==> src/ovcfg_pkg.sv <==
package ovcfg_pkg;
   localparam int unsigned N_INPUTS       = 24;
   localparam int unsigned N_SINK_INPUTS  = 10;
   localparam int unsigned N_ADC_BANK_IN  = 12;
   localparam int unsigned N_CMP_GROUPS   = 6;
   localparam int unsigned N_WET_GROUPS   = 15;
   localparam int unsigned CMP_W          = 2;
   localparam int unsigned ADC_SEL_W      = 3;
   localparam int unsigned WET_W          = 3;
   localparam int unsigned CLK_PERIOD_NS  = 20;
   localparam int unsigned POLL_STEP_NS   = 1000;
   localparam int unsigned POLL_STEP_CYC  = (POLL_STEP_NS + CLK_PERIOD_NS - 1) / CLK_PERIOD_NS;
   // Pin synchroniser bit positions
   localparam int unsigned PIN_RISE       = 0;
   localparam int unsigned PIN_HOLD       = 1;
   localparam int unsigned PIN_CS_N       = 2;
   localparam int unsigned PIN_SCLK       = 3;
   localparam int unsigned PIN_MOSI       = 4;
   localparam logic [4:0]  PIN_SYNC_RST   = 5'h04;
   // Serial frame: 8 address bits then 24 data bits
   localparam int unsigned ADDR_BITS      = 8;
   localparam int unsigned DATA_BITS      = 24;
   localparam logic [7:0]  ADDR_EVENT     = 8'h01;
   localparam logic [7:0]  ADDR_MISC      = 8'h02;
   localparam logic [7:0]  ADDR_STATUS    = 8'h03;
   // Event register fields
   localparam int unsigned EVT_HIGH_SUPPLY = 0;
   localparam int unsigned EVT_SWITCH_CHG  = 1;
   localparam logic [1:0]  EVENT_RST       = 2'h0;
   localparam logic [9:0]  SINK_SELECT_RST = 10'h000;
   localparam logic [23:0] INPUT_EN_RST    = 24'h000000;
   localparam logic [11:0] CMP_LEVEL_RST   = 12'h000;
   localparam logic [35:0] ADC_SEL_RST     = 36'h000000000;
   localparam logic [44:0] WET_RST         = 45'h0;
   typedef enum logic [1:0] {
      ADC_SET_BANK  = 2'b00,
      ADC_SET_PAIR  = 2'b01,
      ADC_SET_THREE = 2'b10,
      ADC_SET_FIVE  = 2'b11
   } adc_set_e;
endpackage : ovcfg_pkg

==> src/switch_input_ov_and_config.sv <==
`timescale 1ns/1ns
`default_nettype none
module switch_input_ov_and_config #(
   parameter int unsigned POLL_STEP_CYC = ovcfg_pkg::POLL_STEP_CYC
) (
   input  wire logic         clk_i,
   input  wire logic         rst_i,
   input  wire logic         supply_above_rise_i,
   input  wire logic         supply_above_fall_i,
   input  wire logic         spi_cs_n_i,
   input  wire logic         spi_sclk_i,
   input  wire logic         spi_mosi_i,
   output logic              spi_miso_o,
   output logic              spi_miso_oe_n_o,
   output logic              alert_n_o,
   input  wire logic         monitor_run_i,
   input  wire logic [23:0]  input_enable_i,
   input  wire logic [9:0]   sink_select_i,
   input  wire logic [11:0]  comparator_level_group_i,
   input  wire logic [35:0]  adc_level_bank_sel_i,
   input  wire logic [44:0]  wetting_group_setting_i,
   input  wire logic [23:0]  switch_level_i,
   output logic              high_supply_event_bit_o,
   output logic              switch_change_event_o,
   output logic              high_supply_live_bit_o,
   output logic              pending_event_flag_o,
   output logic [23:0]       switch_state_o,
   output logic              monitor_active_o,
   output logic [23:0]       source_on_o,
   output logic [9:0]        sink_on_o,
   output logic [47:0]       comparator_level_o,
   output logic [35:0]       adc_level_sel_o,
   output logic [47:0]       adc_level_kind_o,
   output logic [71:0]       wetting_setting_o
);

   logic [4:0]  pin_meta_reg;
   logic [4:0]  pin_sync_reg;
   logic [4:0]  pin_prev_reg;
   logic [23:0] sw_meta_reg;
   logic [23:0] sw_sync_reg;
   logic        ov_reg;
   logic        ov_enter;
   logic        ov_leave;
   logic        active;
   logic        cs_fall;
   logic        cs_rise;
   logic        cs_low;
   logic        sclk_rise;
   logic        sclk_fall;
   logic [23:0] en_reg;
   logic [9:0]  sink_sel_reg;
   logic [11:0] cmp_cfg_reg;
   logic [35:0] adc_cfg_reg;
   logic [44:0] wet_cfg_reg;
   logic [15:0] tick_cnt_reg;
   logic        tick;
   logic [4:0]  idx_reg;
   logic        step;
   logic        cycle_end;
   logic [23:0] sample_reg;
   logic [23:0] cur_state;
   logic [23:0] baseline_reg;
   logic        first_cycle_reg;
   logic        change_set;
   logic [1:0]  event_reg;
   logic [1:0]  event_next;
   logic [1:0]  set_vec;
   logic [1:0]  clr_mask;
   logic [1:0]  snap_reg;
   logic        read_evt_reg;
   logic        alert_n_reg;
   logic [5:0]  bit_cnt_reg;
   logic [7:0]  addr_reg;
   logic [7:0]  addr_full;
   logic [23:0] tx_reg;
   logic        miso_reg;

   // Wetting group that each input belongs to
   function automatic int wet_group(input int i);
      int g;
      g = 0;
      case (i)
         0, 1:    g = 0;
         2, 3:    g = 1;
         4:       g = 2;
         5:       g = 3;
         6, 7:    g = 4;
         8, 9:    g = 5;
         10:      g = 6;
         11:      g = 7;
         12, 13:  g = 8;
         14, 15:  g = 9;
         16, 17:  g = 10;
         18, 19:  g = 11;
         20, 21:  g = 12;
         22:      g = 13;
         default: g = 14;
      endcase
      return g;
   endfunction : wet_group

   function automatic logic [1:0] adc_kind(input int i);
      logic [1:0] k;
      k = ovcfg_pkg::ADC_SET_FIVE;
      if (i < 12) begin
         k = ovcfg_pkg::ADC_SET_BANK;
      end else if (i < 18) begin
         k = ovcfg_pkg::ADC_SET_PAIR;
      end else if (i < 23) begin
         k = ovcfg_pkg::ADC_SET_THREE;
      end
      return k;
   endfunction : adc_kind

   // Pins and the serial clock come from outside this clock domain
   always_ff @(posedge clk_i) begin
      if (rst_i) begin
         pin_meta_reg <= ovcfg_pkg::PIN_SYNC_RST;
         pin_sync_reg <= ovcfg_pkg::PIN_SYNC_RST;
         pin_prev_reg <= ovcfg_pkg::PIN_SYNC_RST;
      end else begin
         pin_meta_reg <= {spi_mosi_i, spi_sclk_i, spi_cs_n_i, supply_above_fall_i, supply_above_rise_i};
         pin_sync_reg <= pin_meta_reg;
         pin_prev_reg <= pin_sync_reg;
      end
   end

   always_ff @(posedge clk_i) begin
      if (rst_i) begin
         sw_meta_reg <= 24'h000000;
         sw_sync_reg <= 24'h000000;
      end else begin
         sw_meta_reg <= switch_level_i;
         sw_sync_reg <= sw_meta_reg;
      end
   end

   assign cs_low    = ~pin_sync_reg[ovcfg_pkg::PIN_CS_N];
   assign cs_fall   = pin_prev_reg[ovcfg_pkg::PIN_CS_N] & ~pin_sync_reg[ovcfg_pkg::PIN_CS_N];
   assign cs_rise   = ~pin_prev_reg[ovcfg_pkg::PIN_CS_N] & pin_sync_reg[ovcfg_pkg::PIN_CS_N];
   assign sclk_rise = ~pin_prev_reg[ovcfg_pkg::PIN_SCLK] & pin_sync_reg[ovcfg_pkg::PIN_SCLK];
   assign sclk_fall = pin_prev_reg[ovcfg_pkg::PIN_SCLK] & ~pin_sync_reg[ovcfg_pkg::PIN_SCLK];

   // Over-voltage state with hysteresis
   assign ov_enter = ~ov_reg & pin_sync_reg[ovcfg_pkg::PIN_RISE];
   assign ov_leave = ov_reg & ~pin_sync_reg[ovcfg_pkg::PIN_HOLD];

   always_ff @(posedge clk_i) begin
      if (rst_i) begin
         ov_reg <= 1'b0;
      end else if (ov_enter) begin
         ov_reg <= 1'b1;
      end else if (ov_leave) begin
         ov_reg <= 1'b0;
      end
   end

   // One gate stops the scanner at once and every source and sink one clock later, since those outputs are registered
   assign active = monitor_run_i & ~ov_reg;

   // Configuration is captured only while stopped, so a running scan never sees it change
   always_ff @(posedge clk_i) begin
      if (rst_i) begin
         en_reg       <= ovcfg_pkg::INPUT_EN_RST;
         sink_sel_reg <= ovcfg_pkg::SINK_SELECT_RST;
         cmp_cfg_reg  <= ovcfg_pkg::CMP_LEVEL_RST;
         adc_cfg_reg  <= ovcfg_pkg::ADC_SEL_RST;
         wet_cfg_reg  <= ovcfg_pkg::WET_RST;
      end else if (!monitor_run_i) begin
         en_reg       <= input_enable_i;
         sink_sel_reg <= sink_select_i;
         cmp_cfg_reg  <= comparator_level_group_i;
         adc_cfg_reg  <= adc_level_bank_sel_i;
         wet_cfg_reg  <= wetting_group_setting_i;
      end
   end

   // Poll step divider
   always_ff @(posedge clk_i) begin
      if (rst_i || !active) begin
         tick_cnt_reg <= 16'h0000;
      end else if (tick) begin
         tick_cnt_reg <= 16'h0000;
      end else begin
         tick_cnt_reg <= tick_cnt_reg + 16'h0001;
      end
   end

   assign tick = (tick_cnt_reg == 16'(POLL_STEP_CYC - 1));

   // Disabled inputs are passed over without waiting for a tick
   assign step      = active & (tick | ~en_reg[idx_reg]);
   assign cycle_end = step & (idx_reg == 5'(ovcfg_pkg::N_INPUTS - 1));

   always_ff @(posedge clk_i) begin
      if (rst_i || !active) begin
         idx_reg <= 5'h00;
      end else if (cycle_end) begin
         idx_reg <= 5'h00;
      end else if (step) begin
         idx_reg <= idx_reg + 5'h01;
      end
   end

   always_comb begin
      cur_state          = sample_reg;
      cur_state[idx_reg] = en_reg[idx_reg] & sw_sync_reg[idx_reg];
   end

   always_ff @(posedge clk_i) begin
      if (rst_i) begin
         sample_reg <= 24'h000000;
      end else if (step) begin
         sample_reg <= cur_state;
      end
   end

   // Any stop, over-voltage included, makes the next full cycle a fresh baseline
   always_ff @(posedge clk_i) begin
      if (rst_i || !active) begin
         first_cycle_reg <= 1'b1;
      end else if (cycle_end) begin
         first_cycle_reg <= 1'b0;
      end
   end

   assign change_set = cycle_end & (first_cycle_reg | (cur_state != baseline_reg));

   // Status is held, not cleared, while monitoring is halted
   always_ff @(posedge clk_i) begin
      if (rst_i) begin
         baseline_reg <= 24'h000000;
      end else if (cycle_end) begin
         baseline_reg <= cur_state;
      end
   end

   // Event register: only edges of the over-voltage state set the high-supply bit, so no repeat while it persists
   always_comb begin
      set_vec                             = 2'h0;
      set_vec[ovcfg_pkg::EVT_HIGH_SUPPLY] = ov_enter | ov_leave;
      set_vec[ovcfg_pkg::EVT_SWITCH_CHG]  = change_set;
      clr_mask                            = (cs_rise & read_evt_reg) ? snap_reg : 2'h0;
      // Only bits the host saw are cleared, and a set in the same cycle wins
      event_next                          = (event_reg & ~clr_mask) | set_vec;
   end

   always_ff @(posedge clk_i) begin
      if (rst_i) begin
         event_reg   <= ovcfg_pkg::EVENT_RST;
         alert_n_reg <= 1'b1;
      end else begin
         event_reg   <= event_next;
         alert_n_reg <= ~|event_next;
      end
   end

   // Serial port runs regardless of the supply state
   always_ff @(posedge clk_i) begin
      if (rst_i) begin
         bit_cnt_reg <= 6'h00;
         addr_reg    <= 8'h00;
      end else if (cs_fall) begin
         bit_cnt_reg <= 6'h00;
      end else if (cs_low && sclk_rise) begin
         if (bit_cnt_reg < 6'(ovcfg_pkg::ADDR_BITS)) begin
            addr_reg <= addr_full;
         end
         if (bit_cnt_reg != 6'(ovcfg_pkg::ADDR_BITS + ovcfg_pkg::DATA_BITS)) begin
            bit_cnt_reg <= bit_cnt_reg + 6'h01;
         end
      end
   end

   assign addr_full = {addr_reg[6:0], pin_sync_reg[ovcfg_pkg::PIN_MOSI]};

   always_ff @(posedge clk_i) begin
      if (rst_i) begin
         read_evt_reg <= 1'b0;
         snap_reg     <= 2'h0;
      end else if (cs_fall) begin
         read_evt_reg <= 1'b0;
      end else if (cs_low && sclk_rise && bit_cnt_reg == 6'(ovcfg_pkg::ADDR_BITS - 1)
                   && addr_full == ovcfg_pkg::ADDR_EVENT) begin
         read_evt_reg <= 1'b1;
         snap_reg     <= event_reg;
      end
   end

   always_ff @(posedge clk_i) begin
      if (rst_i) begin
         tx_reg   <= 24'h000000;
         miso_reg <= 1'b0;
      end else if (cs_fall) begin
         miso_reg <= |event_reg;
      end else if (cs_low && sclk_rise && bit_cnt_reg == 6'(ovcfg_pkg::ADDR_BITS - 1)) begin
         case (addr_full)
            ovcfg_pkg::ADDR_EVENT:  tx_reg <= {22'h000000, event_reg};
            ovcfg_pkg::ADDR_MISC:   tx_reg <= {23'h000000, ov_reg};
            ovcfg_pkg::ADDR_STATUS: tx_reg <= baseline_reg;
            default:                tx_reg <= 24'h000000;
         endcase
      end else if (cs_low && sclk_fall) begin
         if (bit_cnt_reg >= 6'(ovcfg_pkg::ADDR_BITS)) begin
            miso_reg <= tx_reg[23];
            tx_reg   <= {tx_reg[22:0], 1'b0};
         end else begin
            miso_reg <= 1'b0;
         end
      end
   end

   assign spi_miso_o      = miso_reg;
   assign spi_miso_oe_n_o = ~cs_low;

   // Per-input current steering
   always_ff @(posedge clk_i) begin
      if (rst_i) begin
         source_on_o <= 24'h000000;
         sink_on_o   <= 10'h000;
      end else begin
         for (int i = 0; i < ovcfg_pkg::N_INPUTS; i++) begin
            if (i < ovcfg_pkg::N_SINK_INPUTS) begin
               source_on_o[i] <= active & en_reg[i] & ~sink_sel_reg[i];
               sink_on_o[i]   <= active & en_reg[i] & sink_sel_reg[i];
            end else begin
               source_on_o[i] <= active & en_reg[i];
            end
         end
      end
   end

   // Per-input threshold and wetting maps; registered so the analog side sees clean levels
   always_ff @(posedge clk_i) begin
      if (rst_i) begin
         comparator_level_o <= 48'h000000000000;
         adc_level_sel_o    <= ovcfg_pkg::ADC_SEL_RST;
         adc_level_kind_o   <= 48'h000000000000;
         wetting_setting_o  <= 72'h0;
      end else begin
         for (int i = 0; i < ovcfg_pkg::N_INPUTS; i++) begin
            comparator_level_o[i*2 +: 2] <= cmp_cfg_reg[(i/4)*2 +: 2];
            adc_level_kind_o[i*2 +: 2]   <= adc_kind(i);
            wetting_setting_o[i*3 +: 3]  <= wet_cfg_reg[wet_group(i)*3 +: 3];
         end
         adc_level_sel_o <= adc_cfg_reg;
      end
   end

   assign alert_n_o               = alert_n_reg;
   assign high_supply_event_bit_o = event_reg[ovcfg_pkg::EVT_HIGH_SUPPLY];
   assign switch_change_event_o   = event_reg[ovcfg_pkg::EVT_SWITCH_CHG];
   assign high_supply_live_bit_o  = ov_reg;
   assign pending_event_flag_o    = |event_reg;
   assign switch_state_o          = baseline_reg;
   assign monitor_active_o        = active;

endmodule : switch_input_ov_and_config
`default_nettype wire

==> config.mk <==
export PLATFORM = sky130hd
export DESIGN_NAME = switch_input_ov_and_config
export DESIGN_NICKNAME = d
export VERILOG_FILES = /design/src/ovcfg_pkg.sv /design/src/switch_input_ov_and_config.sv
export SDC_FILE = /design/constraint.sdc
export NUM_CORES = 1
export LEC_CHECK = 0
export BUFFER_PORTS_ARGS = -buffer_cell sky130_fd_sc_hd__buf_2
export CORE_ASPECT_RATIO = 0.9
export CORE_UTILIZATION = 53
export DETAILED_ROUTE_END_ITERATION = 12
export PLACE_DENSITY = 0.8
export RECOVER_POWER = 25
export SLEW_MARGIN = 20
export SYNTH_ARGS = -nofsm -noshare
export SYNTH_HDL_FRONTEND = slang
export SYNTH_SLANG_ARGS = --single-unit
==> constraint.sdc <==
create_clock -name clk_i -period 3.7 [get_ports clk_i]
set_input_delay 0.925 -clock clk_i [delete_from_list [all_inputs] [get_ports clk_i]]
set_output_delay 0.925 -clock clk_i [all_outputs]
set_load 0.005 [all_outputs]
==> metrics, run 1 <==
status=finished with violations; violated checks=capacitance limit, slew limit; final period utilization=0.893; crit path from=monitor_run_i; global router's overall resource usage=0.252; Worst Hold Endpoint=pin_sync_reg[2]$_SDFF_PP1_; critical path type=primary input to primary output; max frequency=303 MHz; Period minus WS final=roughly 3300 ps; pin count of the biggest net entering global routing=124; synth top area cells=dfxtp_1, mux2i_1, nor2b_1, nor2_1, buf_4; top cell type by total area after synthesis=dfxtp_1; drt via density=around 5.2; Area growth, synth to finish=18.0%; Post-Route WL=between 40000 and 50000 microns; critical path arrival=approximately 2400 ps; detailed-route DRC error count=0; Area after DPL=about 18000 sq um; CTS tree=done; Unique masters post-synth=68; Setup violations, final=0; Seq/Total Area, Yosys=0.514; Worst Hold Class=register to register; hold path cells=1; fillers=about 2500; CTS Buffer Depth=3; initial antenna violation count=11; mapped cell area=around 17000 sq um; first-pass GRT wire length=~65000 microns; fraction of final layout cells sized beyond drive strength 1=0.255; Inserted Clock Buffers=between 40 and 50; die width=189 microns; clk root buf=clkbuf_16; most frequent cells after synthesis=dfxtp_1, nor2_1, mux2i_1; die height=between 150 and 200 microns; Reg2Reg Setup Slack=~440 ps; critical register-to-register path endpoint=event_reg[1]$_SDFF_PP0_; # rows=slightly above 60; Fin Setup TNS=0 ps; top-count cell post-synth=dfxtp_1; Clock transition at path regs=approximately 60 ps; Setup crit end kind=primary output; Avg Cell Area, Syn=about 10 sq um; I/O Buffers=approximately 390; Multi-input gate area=6930 sq um; most used flip-flop cell after synthesis=dfxtp_1; I/O Pins=429; hpwl dp=just under 30000 microns; routability cong.=0.934; core area=between 30000 and 40000 sq um; worst hold start=pin_meta_reg[2]$_SDFF_PP1_; register area=approximately 8600 sq um; initial core utilization=0.541; Hold WS=approximately 420 ps; wire per inst=approximately 17 microns; Post-CTS Setup Inserts=0; vias in the first global route=~12000; unrepaired setup endpoints after global routing=false; Final Hold Fails=0; nets=2162; WP data required=2770 ps; Cells after Synth=around 1700; top cell type's share of synthesized area=0.514; total gr overflow=0; Max-Slew Margin vs Limit=-0.569; Worst R2R Start=idx_reg[1]$_SDFFE_PP0P_; starting DRC count in detailed routing=808; CTS sink cnt=430; Max rail drop VDD=0.406 mV; skew final=around 19 ps; #FFs+latches synth=430; clock latency on the worst-skew pair=550 ps; CP max FO=16; crit start category=primary input; via count=12800; Max-Cap Viols=2; Synth async-reset ratio=0; cts hold-fix bufs=0; Leak=about 9 nW; pre-CTS setup slack=approximately 440 ps; total die area=32300 sq um; post-route ant nets=0; Pre-antenna DRT Iters=5; CTS resizes=0; measured slew at the worst slew-check pin=2350 ps; design area=between 15000 and 20000 sq um; power density cells=500 nW/um^2; Synthesis Warnings=0; Final WS setup=397 ps; R2R depth=9; Final Max Tran Viols=177; # H-tree levels=2; EDFF count, synth=0
==> critical path, cell delays in order <==
cell and delay [ps]:
clkbuf_1 440, nand2b_1 370, inv_1 430, buf_2 190
==> stage by stage <==
step,instances,util,total power [mW]
after global placement,2360,0.591,5.56
after global routing,2439,0.638,10.2
final,2443,0.638,9.89
after CTS,2437,0.639,9.98
after detailed placement,2360,0.591,5.58
after floorplan,1746,-,5.38
==> power by group <==
group          switching (mW)  internal (mW)
Clock                    1.83           2.58
Sequential             0.0875           4.79
Combinational           0.319          0.281
==> layout make-up <==
cell class	count	area share
inverter	15	0.00285
multi-input combinational	1084	0.350
sequential	430	0.435
timing repair buffer	422	0.111
clock inverter	20	0.0132
antenna	6	0.000759
tap	409	0.0259
clock buffer	57	0.0606
==> per-layer routing <==
layer / GRT usage / routed length (microns)
met1: 0.321 / 18100
met2: 0.408 / 19400
met3: 0.0724 / 3400
met4: 0.0842 / 1130
met5: 0 / 55
==> kinds of logic after synthesis <==
logic type	Yosys count	synth area share
AND/OR/NAND/NOR	650	0.192
flip-flops	430	0.514
buffers and inverters	232	0.0809
multiplexers	187	0.117
AO/OA/AOI/OAI	162	0.0683
XOR/XNOR	42	0.0220
adder cells (fa/ha/maj)	8	0.00597
other	1	0.000224
==> layout by cell type, fill, tap and decap left out, drive strengths merged, types with 20 or more instances in the layout <==
cell type	Yosys	routed
a211oi	20	20
a21oi	34	34
and3	32	32
buf	154	417
conb	1	35
nor2	260	260
xor2	25	25
mux2i	176	176
nor2b	159	159
a221oi	28	28
dfxtp	430	430
o21ai	31	31
nand3	30	30
nor3	33	33
clkbuf	63	62
nand2	83	83
==> worst max-delay path by stage <==
stage / end / slack (ps)
after floorplan: event_reg[1]$_SDFF_PP0_ / 890
after global placement: event_reg[1]$_SDFF_PP0_ / 490
after detailed placement: switch_state_o[23]$_SDFFE_PP0P_ / 440
after CTS: switch_state_o[23]$_SDFFE_PP0P_ / 450
after global routing: event_reg[1]$_SDFF_PP0_ / 110
final: monitor_active_o / 400
Note: power is estimated with default switching activity, not from simulation.
==> run 2: changes to the inputs <==
Settings changed: CELL_PAD_IN_SITES_DETAIL_PLACEMENT from default to 1, CELL_PAD_IN_SITES_GLOBAL_PLACEMENT from default to 1, CORE_UTILIZATION 53 to 40, PLACE_DENSITY 0.8 to default, PLACE_DENSITY_LB_ADDON from default to 0.1.
==> metrics, run 2 (synthesis gave the netlist of run 1 again) <==
status=finished with violations; violated checks=capacitance limit, slew limit; register area=8610 sq um (unchanged); Clock transition at path regs=60 ps (about the same); Multi-input gate area=6930 sq um (unchanged); die width=218 microns (+15%); CTS sink cnt=430 (unchanged); Worst path max stage delay=1440 ps (+1000 ps); max frequency=303 MHz (about the same); Max rail drop VDD=0.321 mV (-21%); CTS tree=done; final period utilization=0.892 (about the same); commonest non-fill, non-tap cells in the layout=dfxtp_1, buf_2, nor2_1; drt via density=4.96 (-5.1%); routability cong.=0.876 (-6.1%); measured slew at the worst slew-check pin=1770 ps (-584 ps); critical path's slowest cell=clkbuf_4; Post-Route WL=47700 microns (+13%); nets=2167 (+0.23%); final core utilization=0.489 (-0.149); hold path cells=1 (unchanged); fillers=4776 (+88%); wire per inst=18.5 microns (+7.1%); fraction of final layout cells sized beyond drive strength 1=0.260 (+0.00538); design area=20000 sq um (+1.4%); total die area=42700 sq um (+32%); via count=12800 (+0.40%); most common cell after layout, fill and taps aside=dfxtp_1; I/O Pins=429 (unchanged); first-pass GRT wire length=73500 microns (+14%); post-route ant nets=0 (unchanged); skew final=19.9 ps (+1.21 ps); Final Max Tran Viols=166 (-6.2%); Final Hold Fails=0 (unchanged); clock latency on the worst-skew pair=580 ps (+30 ps); delay-heaviest family, CP=buffers and inverters; detailed-route DRC error count=0 (unchanged); vias in the first global route=12900 (+7.1%); worst path bufs/invs=2 (-1); starting DRC count in detailed routing=598 (-26%); CP max FO=165 (+149); critical path type=primary input to register; Reg2Reg Setup Slack=410 ps (-30 ps); core area=41000 sq um (+32%); Pwr Total=10.2 mW (+2.6%); Area growth, synth to finish=19.6%; Setup crit end kind=register; global router's overall resource usage=0.220 (-0.0320); CTS resizes=0 (unchanged); CTS Buffer Depth=3 (unchanged); R2R depth=10 (+1); Crit path depth=3 (-1); initial core utilization=0.409 (-0.132); hpwl dp=33900 microns (+14%); pin count of the biggest net entering global routing=166 (+34%); Fin Setup TNS=0 ps (unchanged); Hold WS=412 ps (-8.37 ps); total gr overflow=0 (unchanged); Critical Path, Cell by Cell=clkbuf_1 > clkbuf_4 > nor2b_1; power density cells=507 nW/um^2 (+1.3%); die height=196 microns (+15%); Worst Hold Class=register to register; # rows=70 (+15%); Max-Slew Margin vs Limit=-0.179 (+0.390); crit start category=primary input; critical path arrival=3680 ps (+1300 ps); cts hold-fix bufs=0 (unchanged); Period minus WS final=3300 ps (-2.78 ps); I/O Buffers=393 (unchanged); Post-CTS Setup Inserts=0 (unchanged); Setup violations, final=0 (unchanged); WP data required=4080 ps (+1310 ps); Area after DPL=18500 sq um (+1.0%); unrepaired setup endpoints after global routing=false; Leak=9.10 nW (+0.73%); # H-tree levels=2 (unchanged); clk root buf=clkbuf_16; Inserted Clock Buffers=45 (+7.1%); initial antenna violation count=17 (+6); Pre-antenna DRT Iters=5 (unchanged); Max-Cap Viols=1 (-1)
[run 2: final timing paths]
check,startpoint,to
worst max-delay path,rst_i,sw_meta_reg[16]$_SDFF_PP0_
worst max register to register,idx_reg[0]$_SDFFE_PP0P_,event_reg[1]$_SDFF_PP0_
worst min register to register,pin_meta_reg[2]$_SDFF_PP1_,pin_sync_reg[2]$_SDFF_PP1_
worst min-delay path,pin_meta_reg[2]$_SDFF_PP1_,pin_sync_reg[2]$_SDFF_PP1_
[run 2: area by class of cell]
class,instances,share of cell area
multi-input combinational,1084,0.346
clock buffer,58,0.0637
sequential,430,0.430
inverter,15,0.00281
clock inverter,25,0.0131
timing repair buffer,424,0.111
antenna,8,0.000999
tap,540,0.0337
[run 2: power by group]
part	internal [mW]	leakage, nW	switching, mW	total, mW
registers	4.79	3.51	0.0845	4.88
logic	0.282	4.82	0.325	0.607
clock network	2.73	0.766	1.94	4.67
[run 2: layer usage]
metal  up-vias  wire length [microns]  global-route usage
li1       6212                      -                   -
met1      6163                  20900               0.279
met2       330                  21900               0.347
met3        88                   3700              0.0781
met4        18                   1160              0.0684
met5         -                    115                   0
[run 2: per-stage QoR]
stage | std cells | setup WS [ps]
floorplan | 1746 | 888
finish | 2584 | 400
CTS | 2576 | 431
global route | 2580 | 55.5
global placement | 2493 | 505
detailed placement | 2493 | 418
[run 2: worst reg2reg max path: stages, from the launching register on]
cell and delay [ps]:
dfxtp_1 450, inv_1 200, ha_1 450, nand2_1 190
nor3_1 380, o22ai_1 190, nor4_1 290, nand4_1 150
a211o_1 280, a2111oi_2 420, a221oi_1 140
==> run 3: changes to the inputs <==
Settings changed: CORE_UTILIZATION 40 to 30, CTS_BUF_LIST from default to sky130_fd_sc_hd__clkbuf_8.
==> metrics, run 3 (synthesis gave the netlist of run 1 again) <==
status=finished with violations; violated checks=capacitance limit, slew limit; Setup crit end kind=register; Period minus WS final=3170 ps (-130 ps); clock latency on the worst-skew pair=640 ps (+60 ps); worst hold start=pin_meta_reg[2]$_SDFF_PP1_; Non-Filler Instances=2794 (+8.1%); Final Max Tran Viols=438 (+160%); CTS resizes=0 (unchanged); fraction of final layout cells sized beyond drive strength 1=0.267 (+0.00696); critical path arrival=3690 ps (about the same); register area=8610 sq um (unchanged); detailed-route DRC error count=0 (unchanged); Leak=9.20 nW (+1.1%); initial core utilization=0.306 (-0.103); Worst R2R Start=idx_reg[4]$_SDFFE_PP0P_; wire per inst=17.9 microns (-3.2%); Worst Hold Class=register to register; met1 wire length=22100 microns (+5.9%); Placed Cells=2654 (+6.5%); max frequency=315 MHz (+4.1%); total die area=56800 sq um (+33%); met2 routed WL=22700 microns (+3.6%); critical path type=register to register; measured slew at the worst slew-check pin=2700 ps (+933 ps); final period utilization=0.857 (-0.0352); drt via density=4.66 (-6.0%); Post-CTS Setup Inserts=0 (unchanged); initial antenna violation count=20 (+3); Max-Cap Viols=3 (+2); Multi-input gate area=6930 sq um (unchanged); cts hold-fix bufs=0 (unchanged); Max-Slew Margin vs Limit=-0.801 (-0.622); die width=251 microns (+15%); design area=20200 sq um (+0.86%); # H-tree levels=3 (+1); clk root buf=clkbuf_8; Max rail drop VDD=0.246 mV (-24%); power density cells=491 nW/um^2 (-3.1%); die height=226 microns (+15%); Final Hold Fails=0 (unchanged); nets=2194 (+1.2%); # rows=81 (+16%); total gr overflow=0 (unchanged); hpwl dp=35300 microns (+4.0%); CP max FO=21 (-87%); unrepaired setup endpoints after global routing=false; final core utilization=0.369 (-0.120); CTS Buffer Depth=3 (unchanged); crit path from=idx_reg[4]$_SDFFE_PP0P_; Pre-antenna DRT Iters=5 (unchanged); I/O Pins=429 (unchanged); post-route ant nets=0 (unchanged); CTS sink cnt=430 (unchanged); fillers=6362 (+33%); WP data required=4220 ps (+140 ps); Setup violations, final=0 (unchanged); CTS tree=done; first-pass GRT wire length=76700 microns (+4.4%); core area=54700 sq um (+34%); starting DRC count in detailed routing=554 (-7.4%); skew final=32.9 ps (+13.0 ps); Inserted Clock Buffers=76 (+69%); Post-Route WL=49900 microns (+4.6%); Area growth, synth to finish=20.6%; Clock transition at path regs=60 ps (about the same); Area after DPL=18700 sq um (+0.95%); crit start category=register; uppermost layer routed=met5; via count=13000 (+1.6%); I/O Buffers=393 (unchanged); Reg2Reg Setup Slack=530 ps (+120 ps); pin count of the biggest net entering global routing=174 (+4.8%); Fin Setup TNS=0 ps (unchanged); most common cell after layout, fill and taps aside=dfxtp_1; met3 WL=3860 microns (+4.4%); vias in the first global route=13200 (+2.3%); global router's overall resource usage=0.174 (-0.0456); routability cong.=0.868 (-0.94%); commonest non-fill, non-tap cells in the layout=dfxtp_1, buf_2, nor2_1
run 3: cell types whose count changed in the layout (fill, tap and decap cells not counted), sizes merged, moves of 3 or more:
cell / delta
clkbuf: +43
diode: -3
clkinv: -11
inv: +26
bufinv: -4
buf: -5
run 3: worst max-delay path: stages (launching register included):
cell     delay [ps]
dfxtp_1         810
nor2b_1         590
a31oi_2         270
a32oi_2         380
buf_4           340
xnor2_1         100
nor2_1          160
nor3_1           90
a211o_1         310
run 3: routing by layer:
| metal | track usage | vias to the layer above |
|---|---|---|
| met5 | 0 | - |
| met4 | 0.0551 | 30 |
| met3 | 0.0687 | 104 |
| met2 | 0.271 | 356 |
| met1 | 0.219 | 6258 |
| li1 | - | 6267 |
run 3: cell type report:
| cell class | count | area share |
|---|---|---|
| sequential | 430 | 0.426 |
| multi-input combinational | 1084 | 0.343 |
| timing repair buffer | 420 | 0.107 |
| clock buffer | 100 | 0.0681 |
| tap | 705 | 0.0436 |
| clock inverter | 35 | 0.00879 |
| inverter | 15 | 0.00279 |
| antenna | 5 | 0.000619 |
run 3: final timing paths:
check                                to  cells after the start
max                alert_n_o$_SDFF_PP1_                      8
max reg2reg        alert_n_o$_SDFF_PP1_                      8
min          pin_sync_reg[2]$_SDFF_PP1_                      1
min reg2reg  pin_sync_reg[2]$_SDFF_PP1_                      1
run 3: through the flow:
| step | total power [mW] | worst slack, ps | hold WS, ps |
|---|---|---|---|
| floorplan | 5.38 | 888 | 389 |
| global route | 10.5 | 255 | 435 |
| finish | 9.93 | 530 | 412 |
| detailed placement | 5.60 | 543 | 403 |
| CTS | 10.2 | 512 | 412 |
| global placement | 5.59 | 566 | 394 |
run 3: power breakdown:
group	internal, mW	total [mW]	switching, mW
Combinational	0.292	0.616	0.324
Clock	2.43	4.43	2.00
Sequential	4.80	4.88	0.0842
Total	7.52	9.93	2.41
